### src/design/isst_consts.vh
// constants of the slave status tracker: status word layout, codes, reset
// assumes inclusion by bare name from the design files of the tracker
`ifndef ISST_CONSTS_VH
`define ISST_CONSTS_VH

// register placement and reset
`define ISST_STATUS_ADDR 32'hffff092c
`define ISST_STATUS_RESET 16'h0000

// status word field positions
`define ISST_BIT_RESERVED 15
`define ISST_BIT_START_MATCH 14
`define ISST_BIT_REP_START 13
`define ISST_ID_MSB 12
`define ISST_ID_LSB 11
`define ISST_BIT_STOP_AFTER 10
`define ISST_GCT_MSB 9
`define ISST_GCT_LSB 8
`define ISST_BIT_GC_FLAG 7

// bytes recognised on the bus
`define ISST_BYTE_START 8'h01
`define ISST_BYTE_GC_ADDR 8'h00
`define ISST_BYTE_GC_RESET 8'h06
`define ISST_BYTE_GC_PROG 8'h04

// general call type codes
`define ISST_GCT_NONE 2'h0
`define ISST_GCT_RESET 2'h1
`define ISST_GCT_PROG 2'h2
`define ISST_GCT_HW 2'h3

// bit counter values inside a nine-bit slot
`define ISST_LAST_DATA_BIT 4'h7
`define ISST_ACK_BIT 4'h8

`endif

### src/design/isst_bus_watch.v
// bus watcher: synchronises the pins, finds start, stop, clock edges, bytes
// assumes scl_in and sda_in come straight from pins, asynchronous to sys_clk
`timescale 1ns/1ps
`include "isst_consts.vh"

module isst_bus_watch (
    // clock and reset
    input wire sys_clk,
    input wire rst,
    // bus pins
    input wire scl_in,
    input wire sda_in,
    // events
    output wire start_det,
    output wire stop_det,
    output wire scl_fall,
    output reg byte_valid,
    output reg [7:0] byte_data
);

    reg scl_meta;
    reg sda_meta;
    reg scl_sync;
    reg sda_sync;
    reg scl_prev;
    reg sda_prev;
    reg [3:0] bit_cnt;
    reg [6:0] shift;
    wire scl_rise;

    // two-flop synchronisers, then one stage for edge finding
    always @(posedge sys_clk) begin
        if (rst) begin
            scl_meta <= 1'b1;
            sda_meta <= 1'b1;
            scl_sync <= 1'b1;
            sda_sync <= 1'b1;
            scl_prev <= 1'b1;
            sda_prev <= 1'b1;
        end else begin
            scl_meta <= scl_in;
            sda_meta <= sda_in;
            scl_sync <= scl_meta;
            sda_sync <= sda_meta;
            scl_prev <= scl_sync;
            sda_prev <= sda_sync;
        end
    end

    // data falling or rising while the clock stays high marks start and stop
    assign start_det = scl_sync & scl_prev & sda_prev & ~sda_sync;
    assign stop_det = scl_sync & scl_prev & ~sda_prev & sda_sync;
    assign scl_rise = scl_sync & ~scl_prev;
    assign scl_fall = ~scl_sync & scl_prev;

    // shift eight data bits, skip the ninth (acknowledge) bit
    always @(posedge sys_clk) begin
        if (rst) begin
            bit_cnt <= 4'h0;
            shift <= 7'h00;
            byte_valid <= 1'b0;
            byte_data <= 8'h00;
        end else begin
            byte_valid <= 1'b0;
            if (start_det || stop_det) begin
                bit_cnt <= 4'h0;
            end else if (scl_rise) begin
                if (bit_cnt == `ISST_ACK_BIT) begin
                    bit_cnt <= 4'h0;
                end else begin
                    shift <= {shift[5:0], sda_sync};
                    bit_cnt <= bit_cnt + 4'h1;
                    if (bit_cnt == `ISST_LAST_DATA_BIT) begin
                        byte_valid <= 1'b1;
                        byte_data <= {shift, sda_sync};
                    end
                end
            end
        end
    end

endmodule // isst_bus_watch

### src/design/isst_tracker.v
// slave status tracker: follows bus events and keeps the slave status word
// assumes control bits and identity registers come from logic on sys_clk,
// the pins are asynchronous, and the status word is read over the mmr port
`timescale 1ns/1ps
`include "isst_consts.vh"

module isst_tracker (
    // clock and reset
    input wire sys_clk,
    input wire rst,
    // two-wire bus pins, sda is open drain
    input wire scl_in,
    input wire sda_in,
    output wire sda_out,
    output reg sda_oe_n,
    // slave control bits
    input wire slave_enable,
    input wire general_call_enable,
    input wire hw_general_call_enable,
    input wire stop_interrupt_enable,
    input wire general_call_clear,
    // slave identity registers, address in bits 7:1; the alternative one is compared as a whole byte
    input wire [7:0] slave_identity_reg0,
    input wire [7:0] slave_identity_reg1,
    input wire [7:0] slave_identity_reg2,
    input wire [7:0] slave_identity_reg3,
    input wire [7:0] alternative_identity_reg,
    // memory-mapped status read
    input wire [31:0] mmr_addr,
    input wire mmr_rd,
    output reg [15:0] mmr_rdata,
    // receive path and events
    output reg [7:0] rx_byte,
    output reg rx_push,
    output reg gc_reset_pulse,
    output wire stop_irq
);

    // frame states
    // idle: no frame open, or the last one ended with a stop
    // addr: a start was seen, the next byte is the address byte
    // gc: address 0x00 was taken, the next byte is the call command
    // data: a write to one of our identities, bytes go to the receive path
    // skip: the frame is not ours (or is a read), wait for stop or start
    localparam ST_IDLE = 3'd0;
    localparam ST_ADDR = 3'd1;
    localparam ST_GC = 3'd2;
    localparam ST_DATA = 3'd3;
    localparam ST_SKIP = 3'd4;

    reg [2:0] state;
    reg start_match_flag;
    reg repeated_start_flag;
    reg [1:0] matched_identity_index;
    reg stop_after_start_flag;
    reg [1:0] general_call_type;
    reg general_call_flag;
    reg ack_pend;
    reg [15:0] status_word;
    reg addr_hit;
    reg [1:0] addr_idx;
    reg do_ack;
    wire start_det;
    wire stop_det;
    wire scl_fall;
    wire byte_valid;
    wire [7:0] byte_data;
    wire status_read;

    // pin synchronisation, condition and byte detection
    isst_bus_watch u_watch (
        .sys_clk(sys_clk),
        .rst(rst),
        .scl_in(scl_in),
        .sda_in(sda_in),
        .start_det(start_det),
        .stop_det(stop_det),
        .scl_fall(scl_fall),
        .byte_valid(byte_valid),
        .byte_data(byte_data)
    );

    // compare a received address byte with one identity register
    function id_match;
        input [7:0] addr_byte;
        input [7:0] id_reg;
        begin
            id_match = (addr_byte[7:1] == id_reg[7:1]);
        end
    endfunction

    // lowest matching identity register wins when several hold one address
    // only bits 7:1 take part; bit 0 is the direction bit of the frame
    // the result is used only while the address byte is valid
    always @* begin
        addr_hit = 1'b1;
        addr_idx = 2'h0;
        if (id_match(byte_data, slave_identity_reg0)) begin
            addr_idx = 2'h0;
        end else if (id_match(byte_data, slave_identity_reg1)) begin
            addr_idx = 2'h1;
        end else if (id_match(byte_data, slave_identity_reg2)) begin
            addr_idx = 2'h2;
        end else if (id_match(byte_data, slave_identity_reg3)) begin
            addr_idx = 2'h3;
        end else begin
            addr_hit = 1'b0;
        end
    end

    // acknowledge decision for the byte just received
    always @* begin
        do_ack = 1'b0;
        case (state)
            ST_ADDR: begin
                if (byte_data == `ISST_BYTE_GC_ADDR) begin
                    do_ack = general_call_enable;
                end else if (byte_data != `ISST_BYTE_START) begin
                    do_ack = addr_hit;
                end
            end
            ST_GC: do_ack = 1'b1;
            ST_DATA: do_ack = 1'b1;
            default: do_ack = 1'b0;
        endcase
    end

    // a read of the status word at its own address
    // the strobe is one cycle wide; back to back reads each see the word
    // as it stood before their own edge
    assign status_read = mmr_rd && (mmr_addr == `ISST_STATUS_ADDR);

    // assemble the status word; the low status bits live elsewhere
    always @* begin
        status_word = `ISST_STATUS_RESET;
        status_word[`ISST_BIT_RESERVED] = 1'b0;
        status_word[`ISST_BIT_START_MATCH] = start_match_flag;
        status_word[`ISST_BIT_REP_START] = repeated_start_flag;
        status_word[`ISST_ID_MSB:`ISST_ID_LSB] = matched_identity_index;
        status_word[`ISST_BIT_STOP_AFTER] = stop_after_start_flag;
        status_word[`ISST_GCT_MSB:`ISST_GCT_LSB] = general_call_type;
        status_word[`ISST_BIT_GC_FLAG] = general_call_flag;
    end

    // registered read answer, unmapped addresses read zero
    always @(posedge sys_clk) begin
        if (rst) begin
            mmr_rdata <= 16'h0000;
        end else if (status_read) begin
            mmr_rdata <= status_word;
        end else begin
            mmr_rdata <= 16'h0000;
        end
    end

    // frame tracking and status flags; clears come first so sets win
    // priority of the bus events within one cycle:
    //   slave disabled  - frame dropped, flags kept for software
    //   stop            - closes the frame, may raise the stop flag
    //   start           - opens a frame, repeated if one was open
    //   byte            - advances the frame by its state
    // a read of the status word clears bits 13 and 10 in the same cycle
    // in which the old word is latched for the answer, so nothing set
    // between the read and the answer is lost: the set simply wins.
    // the call type field is set to the reset code by a call reset, only the clear
    // pulse from the control side removes it; a new call overwrites it.
    // the matched index survives a stop so software can look at it later
    always @(posedge sys_clk) begin
        if (rst) begin
            state <= ST_IDLE;
            start_match_flag <= 1'b0;
            repeated_start_flag <= 1'b0;
            matched_identity_index <= 2'h0;
            stop_after_start_flag <= 1'b0;
            general_call_type <= `ISST_GCT_NONE;
            general_call_flag <= 1'b0;
            rx_byte <= 8'h00;
            rx_push <= 1'b0;
            gc_reset_pulse <= 1'b0;
        end else begin
            rx_push <= 1'b0;
            gc_reset_pulse <= 1'b0;
            // software side effects
            if (status_read) begin
                repeated_start_flag <= 1'b0;
                stop_after_start_flag <= 1'b0;
            end
            if (general_call_clear) begin
                general_call_type <= `ISST_GCT_NONE;
                general_call_flag <= 1'b0;
            end
            // bus events
            if (!slave_enable) begin
                state <= ST_IDLE;
            end else if (stop_det) begin
                start_match_flag <= 1'b0;
                repeated_start_flag <= 1'b0;
                if (start_match_flag) begin
                    stop_after_start_flag <= 1'b1;
                end
                state <= ST_IDLE;
            end else if (start_det) begin
                if (state != ST_IDLE) begin
                    repeated_start_flag <= 1'b1;
                end
                state <= ST_ADDR;
            end else if (byte_valid) begin
                case (state)
                    ST_ADDR: begin
                        if (byte_data == `ISST_BYTE_START) begin
                            start_match_flag <= 1'b1;
                            state <= ST_SKIP;
                        end else if (byte_data == `ISST_BYTE_GC_ADDR) begin
                            if (general_call_enable) begin
                                start_match_flag <= 1'b1;
                                state <= ST_GC;
                            end else begin
                                state <= ST_SKIP;
                            end
                        end else if (addr_hit) begin
                            start_match_flag <= 1'b1;
                            matched_identity_index <= addr_idx;
                            // reads need the transmit side, not kept here
                            state <= byte_data[0] ? ST_SKIP : ST_DATA;
                        end else begin
                            state <= ST_SKIP;
                        end
                    end
                    ST_GC: begin
                        state <= ST_SKIP;
                        if (byte_data == `ISST_BYTE_GC_RESET) begin
                            // interface back to defaults, type set to the reset code
                            start_match_flag <= 1'b0;
                            repeated_start_flag <= 1'b0;
                            matched_identity_index <= 2'h0;
                            stop_after_start_flag <= 1'b0;
                            gc_reset_pulse <= 1'b1;
                            general_call_type <= `ISST_GCT_RESET;
                            general_call_flag <= 1'b1;
                        end else if (byte_data == `ISST_BYTE_GC_PROG) begin
                            general_call_type <= `ISST_GCT_PROG;
                            general_call_flag <= 1'b1;
                        end else if (hw_general_call_enable &&
                                     byte_data == alternative_identity_reg) begin
                            general_call_type <= `ISST_GCT_HW;
                            general_call_flag <= 1'b1;
                            rx_byte <= byte_data;
                            rx_push <= 1'b1;
                        end
                    end
                    ST_DATA: begin
                        rx_byte <= byte_data;
                        rx_push <= 1'b1;
                    end
                    default: state <= state;
                endcase
            end
        end
    end

    // acknowledge: pull sda low from the clock fall after a byte to the next
    // the pull starts about three cycles after the pin falls, well inside
    // the low phase, and ends the same way after the ninth clock falls,
    // so the master never sees data change while the clock is high.
    // start, stop or a disabled slave release the line at once, which
    // keeps a cut frame from leaving sda held low on the bus
    always @(posedge sys_clk) begin
        if (rst) begin
            ack_pend <= 1'b0;
            sda_oe_n <= 1'b1;
        end else if (!slave_enable || start_det || stop_det) begin
            ack_pend <= 1'b0;
            sda_oe_n <= 1'b1;
        end else begin
            if (byte_valid) begin
                ack_pend <= do_ack;
            end
            if (scl_fall) begin
                if (ack_pend) begin
                    sda_oe_n <= 1'b0;
                    ack_pend <= 1'b0;
                end else begin
                    sda_oe_n <= 1'b1;
                end
            end
        end
    end

    // open drain: only ever drives low
    // the pad drives sda_out while sda_oe_n is low and floats otherwise
    assign sda_out = 1'b0;

    // stop interrupt
    assign stop_irq = stop_after_start_flag & stop_interrupt_enable;

endmodule // isst_tracker

### config.mk
export PLATFORM = sky130hd
export DESIGN_NAME = isst_tracker
export DESIGN_NICKNAME = d
export VERILOG_FILES = /design/src/design/isst_bus_watch.v /design/src/design/isst_tracker.v
export VERILOG_INCLUDE_DIRS = /design/src /design/src/design
export SDC_FILE = /design/constraint.sdc
export NUM_CORES = 1
export LEC_CHECK = 0
export BUFFER_PORTS_ARGS = -buffer_cell sky130_fd_sc_hd__buf_4
export CAP_MARGIN = 40
export CORE_UTILIZATION = 53
export CTS_CLUSTER_DIAMETER = 200
export DETAILED_ROUTE_END_ITERATION = 10
export PLACE_DENSITY = 0.85
export SLEW_MARGIN = 20
export SYNTH_ARGS = -nofsm -noshare
export SYNTH_HDL_FRONTEND = slang
export SYNTH_HIERARCHICAL = 1
export SYNTH_SLANG_ARGS = --single-unit
### constraint.sdc
create_clock -name sys_clk -period 3.9 [get_ports sys_clk]
set_input_delay 0.78 -clock sys_clk [delete_from_list [all_inputs] [get_ports sys_clk]]
set_output_delay 0.78 -clock sys_clk [all_outputs]
set_load 0.03 [all_outputs]
==> impl_metrics.toml <==
[global_routing]
grt-ovfl-total = 0
antenna_found_initial = 0
grt_max_degree = 43
grt_pass1_wl_mm = 12.00
grt_usage = 0.2551
grt_pass1_vias = 2639

[sta]
fin_crit_ns = 2.380
tns_ns = 0
slew_violations = 0
min_period_over_period = 0.6102
tightest_slew_ns = 0.6802
fmax_mhz = 420.2
rsz0062_at_grt = "false"
setup_violations = 0
finalClockSkew_ns = 0.008843
maxSlewHeadroom = 0.5465
final_hold_viol_count = 0

[worst_setup_path]
crit_required_ns = 4.17
r2r_cells = 6
critPathMaxFanout = 10
crit_arrival_ns = 2.65
r2r_end = "general_call_type[1]"
crit_start = "u_watch/scl_sync"
worstPathCellList = "nand2_1, nor3b_1, nand2b_1, nor2_1, or3b_2, a21oi_1"
critPathMaxStageDelay_ns = 0.55
cp_top_family = "simple AND/OR/NAND/NOR gates"
rr_startpoint = "u_watch/scl_sync"
critPathLaunchType = "register"
crit_buf_inv = 0
critPathSlowestCell = "nor3b_1"
worst_setup_path_end_kind = "register"
rrSetupSlack_ns = 1.52
cp.depth = 6
endpoint = "general_call_type[1]"
crit_type = "reg2reg"

[synthesis]
ys_seq_elements = 57
synth_cell_type_count = 60
yosysWarningCount = 6
ys.flop_type = "dfxtp_1"
async_flop_share = 0
synthTopCellsByArea = "dfxtp_1 38%, xnor2_1 6.7%, xor2_1 4.1%"
ys_seq_area_frac = 0.3783
netlist_area_um2 = 3017
yosys.area.top_type = "dfxtp_1"
synthCells = 348
synth_edf_count = 0
syn_avg_cell_area_um2 = 8.669
synth_top_area_frac = 0.3783

[placed_design]
gp_congestion = 0.9014
hpwl_mm = 5.373
dp.cells = 497
io_buffers = 97
placed_cell_area_um2 = 3699

[clocking]
root_buffer = "clkbuf_8"
cts_hold_buf = 0
numCtsBuffers = 9
cts_max_level = 3
clock_sinks = 57
worst_skew_pair.late_latency_ns = 0.34
post_cts_resized = 0
cts_tree = "built"
clk_pin_slew_ns = 0.06
cts.path.max_buffers = 2
cts_setup_buffers = 0

[cells_and_area]
syn_to_final_growth_pct = 30.20
regArea_um2 = 1141
layout.nets = 520
design_area_um2 = 3928
finalNonFillerCells = 513
insertedDiodeCount = 0
drive_above_1_share = 0.2925
num-fill-cells = 434
final_core_util = 0.7132
multi_input_area_um2 = 1705

[route]
firstDrtPassIters = 6
first_iter_violations = 248
vias = 2868
vias_per_cell = 5.591
drc_errors = 0
routedWlPerCell_um = 14.51
drt_wl_total_mm = 7.445
antenna_left = 0

[power_and_ir_drop]
power_leakage_uw = 0.001558
ir_drop_mv = 0.2933
total_power_uw = 1334
p_per_area_nw_per_um2 = 339.6

[floorplan]
fp-row-count = 27
dieArea_um2 = 5998
die_h_um = 77.45
dieWidth_um = 77.45
start_util = 0.5478
boundaryPins = 111
core_area_um2 = 5507

[job]
maxCapViolations = 0

[run_status]
outcome = "complete, no violations"

[min_path]
hold_class = "reg2reg"
## worst min path at each step
stage / end / slack (ns) / startpoint / cells past startpoint
2_1_floorplan: u_watch/scl_sync / 0.39 / u_watch/scl_meta / 1
3_3_place_gp: u_watch/scl_sync / 0.39 / u_watch/scl_meta / 1
6_report: u_watch/scl_sync / 0.41 / u_watch/scl_meta / 1
3_5_place_dp: u_watch/scl_sync / 0.39 / u_watch/scl_meta / 1
4_1_cts: u_watch/scl_sync / 0.41 / u_watch/scl_meta / 1
5_1_grt: u_watch/scl_sync / 0.42 / u_watch/scl_meta / 1
## synthesized netlist by cell type (10+ instances only)
cell type  instances
buf_4             11
a21oi_1           23
xor2_1            14
nand2_1           18
nand3_1           20
dfxtp_1           57
o21ai_0           18
buf_2             10
nor2_1            17
xnor2_1           23
and2_1            11
## worst reg2reg max path, delay by kind of cell, from the launching register on
family / cells / cell delay [ns]
flops: 1 / 0.41
simple gates: 5 / 1.77
compound gates: 1 / 0.15
## routing by layer
layer	GRT usage	share of wire
met5	0	0
met4	0.1057	0.020
met3	0.08235	0.067
met2	0.4381	0.52
met1	0.2899	0.39
## where the power goes
group,internal [uW],switching (uW),total (uW),leakage [uW]
Sequential,585,3.06,588,0.000460
Combinational,68.9,54.8,124,0.000993
Clock,377,244,621,0.000105
Total,1030,302,1330,0.00156
## sequential cells by signal, summed over array words and instances, names as in the netlist, 2 cells and up
signal                  count
general_call_type           2
rx_byte                     8
u_watch/bit_cnt             4
u_watch/shift               7
matched_identity_index      2
mmr_rdata                   8
u_watch/byte_data           8
state                       3
## cell families (layout without fill, tap and decap cells)
logic type	count (synthesis)	after routing	share of synthesized area
buf+inv	37	122	0.06636
simple gates	132	132	0.2580
fa+ha+maj	2	2	0.008294
mux	8	8	0.02655
xor+xnor	37	37	0.1074
other cells	1	9	0.001243
compound gates	74	74	0.1539
flops	57	57	0.3783
## cell type report
type / count / share of cell area
flip-flops and latches: 57 / 0.2905
inverters: 9 / 0.008601
multi-input cells: 262 / 0.4342
repair buffers: 97 / 0.1854
well taps: 72 / 0.02294
clock buffers: 10 / 0.03504
clock inverters: 6 / 0.02326
## per-stage QoR
stage                     hold WS [ns]  setup slack, ns
final                           0.4113            1.520
after global routing            0.4209            1.298
after global placement          0.3941            1.516
after detailed placement        0.3947            1.440
after floorplan                 0.3895            1.756
after CTS                       0.4099            1.549
## cell usage in the layout (no fill, tap or decap), types with 3 or more instances in the layout
master	Yosys	layout
xor2_1	14	14
nor3b_1	4	4
inv_1	8	8
nor2b_1	5	5
and2_1	11	11
nand4_1	9	9
mux2i_1	8	8
a21oi_1	23	23
or2_2	6	6
clkinvlp_4	0	3
buf_4	11	97
o21ai_1	9	9
nor2_1	17	17
o21ai_0	18	18
nand2_1	18	18
clkbuf_8	0	10
conb_1	1	9
nand3_1	20	20
xnor2_1	23	23
nor4_1	9	9
nor3_1	9	9
dfxtp_1	57	57
nand2b_1	6	6
Power figures use the tool's default switching activity.
